File: src/core/boot_lp_pkg.sv
package boot_lp_pkg;
	// Boot modes chosen at reset release
	typedef enum logic [1:0] {MODE_SINGLE, MODE_LOADER, MODE_JUMP, MODE_LOCKED} boot_mode_t;
	// Loader addressing
	localparam logic [15:0] LOAD_BASE = 16'h0050;
	localparam logic [15:0] PROG_START = 16'h0051;
	localparam logic [7:0] JUMP_KEY = 8'hcc;
	// Wake vectors
	localparam logic [15:0] VEC_EXT_IRQ = 16'h1ffa;
	localparam logic [15:0] VEC_RESET = 16'h1ffe;
	// Wake delay options, internal cycles
	localparam int WAKE_SHORT = 16;
	localparam int WAKE_LONG = 4064;
	// Clock division
	localparam int DIV_NORMAL = 2;
	localparam int DIV_SLOW = 32;
	// Miscellaneous register slow bit position
	localparam int SLOW_BIT = 1;
	// Serial link: 9600 baud at 4 MHz oscillator, system clock 125 MHz
	localparam int BAUD = 9600;
	localparam int SYS_HZ = 125000000;
	localparam int BIT_CYC = SYS_HZ / BAUD;
	localparam int FIFO_DEPTH = 8;
endpackage : boot_lp_pkg

File: src/core/boot_and_low_power_control.sv
// Notes on behaviour
// - Mode picked from pins at reset rise
// - Loader only when security_lock reads one
// - Loader bytes stored from base upward
// - First byte is count incl itself
// - Jump to byte after count when done
// - 8N1 link at 9600 baud
// - Short data: keep waiting, RAM kept
// - STOP halts; irq or reset wakes
// - STOP clears interrupt mask
// - STOP clears slow_select
// - Wake fetches matching vector pair
// - Hold CPU wake_delay cycles after wake
// - Resume by interrupt or reset vector
// - STOP freezes peripherals, resets watchdog
// - WAIT halts CPU, peripherals keep running
// - WAIT clears mask, keeps ext_irq_enable
// - WAIT exits on irq/timer/serial/reset
// - Reset exit resets, others preserved
// - slow_select adds divide by sixteen
// - slow_select bit one, cleared by reset
`timescale 1ns/1ns
`default_nettype none

////////////////////////////////////////////////////////////////////////////////
// Small FIFO between the serial receiver and RAM writer
module byte_fifo #(
	parameter int WIDTH = 8,
	parameter int DEPTH = 8
) (
	input wire logic i_sys_clk,
	input wire logic i_rstn,
	input wire logic i_ce,
	input wire logic i_in_valid,
	output logic o_in_ready,
	input wire logic [WIDTH-1:0] i_in_data,
	output logic o_out_valid,
	input wire logic i_out_ready,
	output logic [WIDTH-1:0] o_out_data
);
	localparam int AW = $clog2(DEPTH);
	// Elaboration check: pointer wrap logic needs a power-of-two depth
	if (DEPTH < 2 || (1 << AW) != DEPTH || WIDTH < 1)
	begin : g_bad_depth
		$error("DEPTH must be a power of two");
	end
	logic [WIDTH-1:0] mem_q [DEPTH];
	logic [WIDTH-1:0] mem_d [DEPTH];
	logic [AW:0] wr_q, wr_d, rd_q, rd_d; // Pointers with wrap bit
	logic full, empty, push, pop;
	// Flags and next pointers
	always_comb
	begin
		full = (wr_q[AW] != rd_q[AW]) && (wr_q[AW-1:0] == rd_q[AW-1:0]);
		empty = (wr_q == rd_q);
		push = i_in_valid && !full;
		pop = i_out_ready && !empty;
		wr_d = push ? wr_q + 1'b1 : wr_q;
		rd_d = pop ? rd_q + 1'b1 : rd_q;
		mem_d = mem_q;
		if (push)
			mem_d[wr_q[AW-1:0]] = i_in_data;
	end
	// Registers
	always_ff @(posedge i_sys_clk)
	begin
		if (!i_rstn)
		begin
			wr_q <= '0;
			rd_q <= '0;
		end
		else if (i_ce)
		begin
			wr_q <= wr_d;
			rd_q <= rd_d;
			mem_q <= mem_d;
		end
	end
	assign o_in_ready = !full;
	assign o_out_valid = !empty;
	assign o_out_data = mem_q[rd_q[AW-1:0]];
endmodule : byte_fifo

////////////////////////////////////////////////////////////////////////////////
// Boot mode selection, serial loader, STOP/WAIT/SLOW control
module boot_and_low_power_control #(
	parameter int WAKE_CYC = boot_lp_pkg::WAKE_LONG, // Mask option
	parameter int BIT_CYCLES = boot_lp_pkg::BIT_CYC
) (
	input wire logic i_sys_clk,
	input wire logic i_rstn, // Reset pin or power-on
	input wire logic i_ce,
	input wire logic i_irq_overvolt, // Interrupt pin at twice supply
	input wire logic i_capture_one_pin,
	input wire logic i_boot_select_a,
	input wire logic i_boot_select_b,
	input wire logic i_security_lock,
	input wire logic [7:0] i_port_a,
	input wire logic [7:0] i_port_b,
	input wire logic [7:0] i_port_c,
	input wire logic i_rx, // Serial line, idle high
	input wire logic i_stop_req, // Pulse: STOP executed
	input wire logic i_wait_req, // Pulse: WAIT executed
	input wire logic i_ext_irq, // Wake events
	input wire logic i_timer_irq,
	input wire logic i_serial_irq,
	input wire logic i_slow_wr, // Write of slow_select
	input wire logic i_slow_wdata,
	input wire logic i_ext_irq_enable,
	output logic [1:0] o_boot_mode,
	output logic o_ram_we,
	output logic [15:0] o_ram_addr,
	output logic [7:0] o_ram_wdata,
	output logic o_jump, // Pulse: PC load
	output logic [15:0] o_jump_addr,
	output logic o_cpu_run,
	output logic o_osc_on,
	output logic o_periph_run, // Timer, serial, converter
	output logic o_eeprom_ro,
	output logic o_wdog_clear,
	output logic o_clear_imask,
	output logic o_slow_select,
	output logic o_ext_irq_enable,
	output logic o_bus_tick // Bus clock enable
);
	import boot_lp_pkg::*;
	// Elaboration checks: two wake options only; a bit time must fit the baud counter
	if (WAKE_CYC != WAKE_SHORT && WAKE_CYC != WAKE_LONG)
	begin : g_bad_wake
		$error("WAKE_CYC must be one of the two options");
	end
	if (BIT_CYCLES < 4 || BIT_CYCLES > 65535)
	begin : g_bad_bit
		$error("BIT_CYCLES out of range");
	end

	////////////////////////////////////////////////////////////////////////////
	// Three-stage synchronisers on pins; change counts once stages 2,3 agree
	localparam int NS = 5;
	logic [NS-1:0] pin_raw, s1_q, s2_q, s3_q, pin_q, pin_d;
	assign pin_raw = {i_rx, i_irq_overvolt, i_capture_one_pin, i_boot_select_a,
		i_boot_select_b};
	always_comb
	begin
		for (int k = 0; k < NS; k++)
			pin_d[k] = (s2_q[k] == s3_q[k]) ? s3_q[k] : pin_q[k];
	end
	always_ff @(posedge i_sys_clk)
	begin
		if (!i_rstn)
			pin_q <= 5'h10;
		else if (i_ce)
			pin_q <= pin_d;
		if (i_ce)
		begin
			s1_q <= pin_raw;
			s2_q <= s1_q;
			s3_q <= s2_q;
		end
	end
	logic rx_s, ovv_s, cap_s, sel_a_s, sel_b_s;
	assign {rx_s, ovv_s, cap_s, sel_a_s, sel_b_s} = pin_q;

	////////////////////////////////////////////////////////////////////////////
	// Mode latch, loader receiver and power state
	typedef enum logic [2:0] {ST_SAMPLE, ST_RUN, ST_LOAD, ST_STOP, ST_WAKE, ST_WAIT} state_t;
	typedef enum logic [1:0] {RX_IDLE, RX_START, RX_DATA, RX_STOP} rx_state_t;
	state_t st_q, st_d;
	rx_state_t rx_q, rx_d;
	logic [1:0] mode_q, mode_d;
	logic [3:0] samp_q, samp_d; // Waits for synchronisers after release
	logic [15:0] bcnt_q, bcnt_d; // Baud counter
	logic [2:0] bit_q, bit_d;
	logic [7:0] sh_q, sh_d;
	logic rx_v;
	logic [7:0] cnt_q, cnt_d; // Byte count from host
	logic [7:0] got_q, got_d; // Bytes stored so far
	logic [12:0] wake_q, wake_d;
	logic wake_irq_q, wake_irq_d;
	logic slow_q, slow_d, ien_q, ien_d, imask_q, imask_d;
	logic jump_q, jump_d, we_q, we_d;
	logic [15:0] jaddr_q, jaddr_d, addr_q, addr_d;
	logic [7:0] wdata_q, wdata_d;
	logic [4:0] div_q, div_d;
	logic tick_q, tick_d;
	logic fi_ready, fo_valid;
	logic [7:0] fo_data;

	byte_fifo #(.WIDTH(8), .DEPTH(FIFO_DEPTH)) u_fifo (
		.i_sys_clk(i_sys_clk),
		.i_rstn(i_rstn),
		.i_ce(i_ce),
		.i_in_valid(rx_v),
		.o_in_ready(fi_ready),
		.i_in_data(sh_q),
		.o_out_valid(fo_valid),
		.i_out_ready(st_q == ST_LOAD),
		.o_out_data(fo_data)
	);

	// Serial receiver, 8N1, bit time as a count of system cycles
	always_comb
	begin
		rx_d = rx_q;
		bcnt_d = bcnt_q;
		bit_d = bit_q;
		sh_d = sh_q;
		rx_v = 1'b0;
		case (rx_q)
			RX_IDLE:
				if (!rx_s && st_q == ST_LOAD)
				begin
					rx_d = RX_START;
					bcnt_d = 16'(BIT_CYCLES / 2);
				end
			RX_START:
				if (bcnt_q == 16'h0)
				begin
					rx_d = rx_s ? RX_IDLE : RX_DATA; // False start rejected
					bcnt_d = 16'(BIT_CYCLES - 1);
					bit_d = 3'h0;
				end
				else
					bcnt_d = bcnt_q - 16'h1;
			RX_DATA:
				if (bcnt_q == 16'h0)
				begin
					sh_d = {rx_s, sh_q[7:1]}; // LSB first
					bcnt_d = 16'(BIT_CYCLES - 1);
					bit_d = bit_q + 3'h1;
					if (bit_q == 3'h7)
						rx_d = RX_STOP;
				end
				else
					bcnt_d = bcnt_q - 16'h1;
			RX_STOP:
				if (bcnt_q == 16'h0)
				begin
					// Framing error drops the byte; a full FIFO also drops it
					rx_v = rx_s && fi_ready;
					rx_d = RX_IDLE;
				end
				else
					bcnt_d = bcnt_q - 16'h1;
			default:
				rx_d = RX_IDLE;
		endcase
	end

	// Main sequencer
	always_comb
	begin
		st_d = st_q;
		mode_d = mode_q;
		samp_d = samp_q;
		cnt_d = cnt_q;
		got_d = got_q;
		wake_d = wake_q;
		wake_irq_d = wake_irq_q;
		slow_d = slow_q;
		ien_d = i_ext_irq_enable;
		imask_d = 1'b0;
		jump_d = 1'b0;
		we_d = 1'b0;
		jaddr_d = jaddr_q;
		addr_d = addr_q;
		wdata_d = wdata_q;
		if (i_slow_wr)
			slow_d = i_slow_wdata;
		case (st_q)
			ST_SAMPLE:
				// Synchronisers settle within a few cycles; host holds 30 bus cycles
				if (samp_q == 4'h7)
				begin
					st_d = ST_RUN;
					mode_d = MODE_SINGLE;
					if (ovv_s && cap_s && sel_a_s)
					begin
						if (sel_b_s)
						begin
							mode_d = MODE_JUMP;
							if (i_port_a == JUMP_KEY)
							begin
								jump_d = 1'b1;
								jaddr_d = {i_port_b, i_port_c};
							end
						end
						else if (i_security_lock)
						begin
							mode_d = MODE_LOADER;
							st_d = ST_LOAD;
							got_d = 8'h0;
						end
						else
							mode_d = MODE_LOCKED;
					end
				end
				else
					samp_d = samp_q + 4'h1;
			ST_LOAD:
				// Short data leaves us here until reset; RAM is not touched by reset
				if (fo_valid)
				begin
					we_d = 1'b1;
					addr_d = LOAD_BASE + 16'(got_q);
					wdata_d = fo_data;
					if (got_q == 8'h0)
						cnt_d = fo_data;
					got_d = got_q + 8'h1;
					if (got_q != 8'h0 && got_q + 8'h1 == cnt_q)
					begin
						jump_d = 1'b1;
						jaddr_d = PROG_START;
						st_d = ST_RUN;
					end
				end
			ST_RUN:
				if (i_stop_req)
				begin
					st_d = ST_STOP;
					slow_d = 1'b0;
				end
				else if (i_wait_req)
					st_d = ST_WAIT;
			ST_STOP:
			begin
				slow_d = 1'b0;
				if (i_ext_irq)
				begin
					st_d = ST_WAKE;
					wake_d = 13'(WAKE_CYC - 1);
					wake_irq_d = 1'b1;
				end
			end
			ST_WAKE:
				if (wake_q == 13'h0)
				begin
					st_d = ST_RUN;
					jump_d = 1'b1;
					jaddr_d = wake_irq_q ? VEC_EXT_IRQ : VEC_RESET;
				end
				else if (o_bus_tick)
					wake_d = wake_q - 13'h1;
			ST_WAIT:
			begin
				if (i_ext_irq || i_timer_irq || i_serial_irq)
					st_d = ST_RUN;
			end
			default:
				st_d = ST_SAMPLE;
		endcase
		// Mask clear follows the next state, so it shows on the first cycle of STOP or WAIT
		imask_d = (st_d == ST_STOP) || (st_d == ST_WAIT);
	end

	// Clock divider: osc/2 normally, extra divide by 16 when slow
	always_comb
	begin
		div_d = div_q + 5'h1;
		tick_d = 1'b0;
		if (div_q >= 5'(slow_q ? DIV_SLOW - 1 : DIV_NORMAL - 1))
		begin
			div_d = 5'h0;
			tick_d = (st_q != ST_STOP); // Oscillator off in STOP
		end
	end

	// Registers; a low reset pin also wakes STOP and WAIT as a full reset
	always_ff @(posedge i_sys_clk)
	begin
		if (!i_rstn)
		begin
			st_q <= ST_SAMPLE;
			rx_q <= RX_IDLE;
			mode_q <= MODE_SINGLE;
			samp_q <= 4'h0;
			cnt_q <= 8'h0;
			got_q <= 8'h0;
			wake_q <= 13'h0;
			wake_irq_q <= 1'b0;
			slow_q <= 1'b0;
			ien_q <= 1'b0;
			imask_q <= 1'b0;
			jump_q <= 1'b0;
			we_q <= 1'b0;
			jaddr_q <= VEC_RESET;
			addr_q <= LOAD_BASE;
			wdata_q <= 8'h0;
			div_q <= 5'h0;
			tick_q <= 1'b0;
			bcnt_q <= 16'h0;
			bit_q <= 3'h0;
			sh_q <= 8'h0;
		end
		else if (i_ce)
		begin
			st_q <= st_d;
			rx_q <= rx_d;
			mode_q <= mode_d;
			samp_q <= samp_d;
			cnt_q <= cnt_d;
			got_q <= got_d;
			wake_q <= wake_d;
			wake_irq_q <= wake_irq_d;
			slow_q <= slow_d;
			ien_q <= ien_d;
			imask_q <= imask_d;
			jump_q <= jump_d;
			we_q <= we_d;
			jaddr_q <= jaddr_d;
			addr_q <= addr_d;
			wdata_q <= wdata_d;
			div_q <= div_d;
			tick_q <= tick_d;
			bcnt_q <= bcnt_d;
			bit_q <= bit_d;
			sh_q <= sh_d;
		end
	end

	////////////////////////////////////////////////////////////////////////////
	// Outputs, all from flip-flops
	logic run_q, osc_q, per_q, ro_q, wd_q;
	always_ff @(posedge i_sys_clk)
	begin
		if (!i_rstn)
		begin
			run_q <= 1'b0;
			osc_q <= 1'b1;
			per_q <= 1'b1;
			ro_q <= 1'b0;
			wd_q <= 1'b1;
		end
		else if (i_ce)
		begin
			run_q <= (st_d == ST_RUN);
			osc_q <= (st_d != ST_STOP);
			per_q <= (st_d != ST_STOP) && (st_d != ST_WAKE);
			ro_q <= (st_d == ST_STOP);
			wd_q <= (st_d == ST_STOP);
		end
	end
	assign o_boot_mode = mode_q;
	assign o_ram_we = we_q;
	assign o_ram_addr = addr_q;
	assign o_ram_wdata = wdata_q;
	assign o_jump = jump_q;
	assign o_jump_addr = jaddr_q;
	assign o_cpu_run = run_q;
	assign o_osc_on = osc_q;
	assign o_periph_run = per_q;
	assign o_eeprom_ro = ro_q;
	assign o_wdog_clear = wd_q;
	assign o_clear_imask = imask_q;
	assign o_slow_select = slow_q;
	assign o_ext_irq_enable = ien_q;
	assign o_bus_tick = tick_q;
endmodule : boot_and_low_power_control
`default_nettype wire

File: config.mk
export PLATFORM = sky130hd
export DESIGN_NAME = boot_and_low_power_control
export DESIGN_NICKNAME = d
export VERILOG_FILES = /design/src/core/boot_lp_pkg.sv /design/src/core/boot_and_low_power_control.sv
export SDC_FILE = /design/constraint.sdc
export NUM_CORES = 1
export LEC_CHECK = 0
export BUFFER_PORTS_ARGS = -buffer_cell sky130_fd_sc_hd__buf_2
export CORE_UTILIZATION = 64
export CTS_CLUSTER_DIAMETER = 150
export CTS_CLUSTER_SIZE = 28
export DETAILED_ROUTE_END_ITERATION = 8
export PLACE_DENSITY = 0.85
export SETUP_SLACK_MARGIN = 0.1
export SLEW_MARGIN = 20
export SYNTH_ARGS = -nofsm -noshare
export SYNTH_HDL_FRONTEND = slang
export SYNTH_HIERARCHICAL = 1
export SYNTH_SLANG_ARGS = --single-unit
File: constraint.sdc
create_clock -name i_sys_clk -period 8.19 [get_ports i_sys_clk]
set_input_delay 1.2285 -clock i_sys_clk [delete_from_list [all_inputs] [get_ports i_sys_clk]]
set_output_delay 1.2285 -clock i_sys_clk [all_outputs]
set_load 0.1 [all_outputs]
==> flow_summary.ini <==
[outcome]
status = complete, no violations

[yosys]
synthArstFlopShare_pct = 0
synth_seq_area_share_pct = 52.0
synth_flop_cell = dfxtp_1
ys_warn_count = 6
synth_edf_count = 79
syn_inst = 914
synth-seq-cells = 209
synth.distinct_cells = 76
syn-cell-area_um2 = 9580
avgSynthCellArea_um2 = 10.5

[pwr]
p_sw_w = 0.000455
max-vdd-ir-drop_mv = 0.144
total_power_w = 0.00185
power_frac_seq_pct = 60.0
p_int_w = 0.00139
p_sw_share_pct = 24.6
power_density_nw_per_um2 = 179
p_comb_share_pct = 8.8
p_leak_nw = 4.04
clkPwrFrac_pct = 31.2

[place]
gp_congestion = 0.864
portBuffers = 86
dpl.hpwl_um = 13300
pre_cts_slack_ns = 4.53

[finish]
syn_to_final_growth_pct = 7.97
most-common-layout-cells = dfxtp_1 (130), nand2_1 (96), a21oi_1 (88)
final_common_cell = dfxtp_1
final_layout_size_suffix_gt1_share_pct = 14.1
final_util_pct = 70.9
num-fill-cells = 1040
diodes = 0
nNetsFinal = 1035

[sta]
slew_viol_final = 0
final.setup_skew_ns = 0.0208
setup_viol = 0
slew_headroom_pct = 27.2
whs_ns = 0.432
setup_ws_ns = 4.65
fmax_ghz = 0.283
rsz0062_at_grt = no
post-route-period-util_pct = 43.2
min_period_ns = 3.54
setup_tns_ns = 0
max_slew.worst_pin.slew_ns = 1.09
hold_viol = 0

[die]
fp.dieW_um = 124
ios = 94
core_area_um2 = 14600
dieArea_um2 = 15500
fp-row-count = 44
die_h_um = 124
initial_core_util_pct = 65.6

[worst_setup_path]
criticalPathCategory = flip-flop to flip-flop
path_max_fanout = 20
r2r_cells = 8
critical_path_buf_inv_count = 0
crit_slowest_cell = dfxtp_1
crit_arrival_ns = 3.84
crit_path_start_kind = flip-flop
crit_family = flip-flops
crit_path_frequent_cell = nand2_1
r2r_slack_ns = 4.65
cp-startpoint = u_fifo/rd_q[0]$_SDFFE_PN0P_
reg2reg_from = u_fifo/rd_q[0]$_SDFFE_PN0P_
r2r-end = o_jump_addr[7]$_SDFFE_PN1P_
endpoint = o_jump_addr[7]$_SDFFE_PN1P_
path_depth = 8
critical_path.endpoint_type = flip-flop
max_stage_delay_ns = 1.06
required_ns = 8.50
crit_chain = xnor2_1, and3_1, nand2_1, nand2_1, nor3_1, and4_4, o31ai_4, a32oi_1

[routing]
vias = 7129
wirelength_um = 19900
drtAntennaViolNets = 0
avgRoutedWirePerCell_um = 17.2
viasPerCell = 6.15
first_pass_iters = 5
drc = 0
drtIter0Drc = 627

[cts]
post_cts_resized = 0
numCtsBuffers = 11
insertion_delay_ns = 0.46
clkSlewWorstSetupHoldPaths_ns = 0.10
postCtsHoldBufs = 0
cts-root-buf = clkbuf_16
htreeDepth = 1
post_cts_buffers = 0
cts.sinks = 209
cts_buffer_depth = 3
cts_tree = done

[run]
maxCapViolCount = 0

[global_route]
grt_remaining_overflow = 0
grt_pass1_wl_um = 32400
antenna_found_initial = 0
grt_max_degree = 59
grt_pass1_vias = 6610
grt_use_total_pct = 25.4

[min_path]
hp-start = s1_q[3]$_DFFE_PP_
hold_class = flip-flop to flip-flop
-- cell families (layout without fill, tap and decap cells) --
group | Yosys count | count (layout) | share of synthesized area, %
AO/OA/AOI/OAI | 198 | 198 | 12.7
flip-flops | 209 | 209 | 52.0
other | 1 | 7 | 0.0392
adder cells (fa/ha/maj) | 22 | 22 | 2.87
XOR/XNOR | 37 | 37 | 3.46
AND/OR/NAND/NOR | 306 | 306 | 16.1
buffers and inverters | 87 | 142 | 4.43
multiplexers | 54 | 54 | 8.47
-- per-stage QoR --
step                      instances  instance area [um^2]
final                          1159                 10300
after global routing           1159                 10300
after CTS                      1159                 10300
after detailed placement       1143                 10000
after global placement         1143                 10000
after floorplan                 920                  9600
-- registers in the layout, summed over array words and instances, names as in the netlist, 8 cells and up, named ones only --
register      flops
bcnt_q           16
o_ram_addr        9
o_jump_addr      16
cnt_q             8
o_ram_wdata       8
wake_q           13
got_q             8
u_fifo/mem_q     64
sh_q              8
-- cells in the mapped netlist (3+ instances only) --
cell type	n	area share [%]
and2_1	4	0.26
nand4_1	14	0.91
dfxtp_1	130	27
nand2b_1	13	0.85
o31ai_1	4	0.31
and4_1	3	0.27
nor2_1	73	2.9
nand3_1	19	0.99
nand2_1	96	3.8
ha_1	22	2.9
a211o_1	4	0.37
or3_1	4	0.26
mux4_1	16	4.4
a22oi_1	4	0.31
nand3b_1	5	0.39
a32oi_1	10	0.91
nor4_1	10	0.65
o21ai_0	30	1.6
buf_6	4	0.47
o21ai_1	12	0.63
xor2_1	15	1.4
or3b_2	3	0.27
buf_4	11	0.86
nor3b_1	3	0.24
mux2_2	8	0.94
nor4b_1	3	0.27
o21a_1	3	0.24
xnor2_1	21	1.9
clkinv_1	3	0.12
or2_2	3	0.20
buf_1	3	0.12
nor2b_1	7	0.46
a21oi_1	88	4.6
buf_2	8	0.42
o211ai_1	4	0.31
mux2i_1	30	3.1
nor3_1	24	1.3
a211oi_1	6	0.47
clkbuf_1	29	1.1
edfxtp_1	79	25
and3_1	4	0.26
inv_1	27	1.1
a21o_1	11	0.86
-- worst register-to-register path, cell delays in order, from the launching register on --
cell and delay, ns:
dfxtp_1 1.06, xnor2_1 0.33, and3_1 0.33, nand2_1 0.14, nand2_1 0.21, nor3_1 0.08, and4_4 0.24, o31ai_4 0.77
a32oi_1 0.23
-- area by class of cell --
cell class | count | area, um^2 | share of cell area [%]
Multi-Input combinational cell | 624 | 4210 | 40.7
Clock inverter | 1 | 16.3 | 0.157
Clock buffer | 15 | 290 | 2.81
Sequential cell | 209 | 4970 | 48.1
Timing Repair Buffer | 95 | 498 | 4.82
Tap cell | 184 | 230 | 2.23
Inverter | 31 | 116 | 1.13
-- routing by layer --
metal	up-vias	wire, um	share of wire [%]	GRT usage, %
li1	3412	-	-	-
met1	3435	8700	44	33.7
met2	239	9720	49	43.6
met3	43	995	5.0	3.09
met4	0	479	2.4	8.01
met5	-	0	0	0
-- power by group through the flow --
stage                     registers (W)  logic (W)  clock network [W]
after global placement          0.00113   0.000158                  0
after detailed placement        0.00113   0.000161                  0
after CTS                       0.00111   0.000163           0.000588
after floorplan                 0.00115   0.000105                  0
after global routing            0.00111   0.000178           0.000627
final                           0.00111   0.000163           0.000576
-- how the worst min path moves through the flow --
stage          cells past startpoint           endpoint  slack [ns]
2_1_floorplan                      0  s2_q[0]$_DFFE_PP_        0.40
3_3_place_gp                       0  s2_q[3]$_DFFE_PP_        0.40
3_5_place_dp                       0  s2_q[3]$_DFFE_PP_        0.41
4_1_cts                            0  s2_q[3]$_DFFE_PP_        0.43
5_1_grt                            0  s2_q[4]$_DFFE_PP_        0.44
6_report                           0  s2_q[3]$_DFFE_PP_        0.43
(Power assumes the default switching activity.)
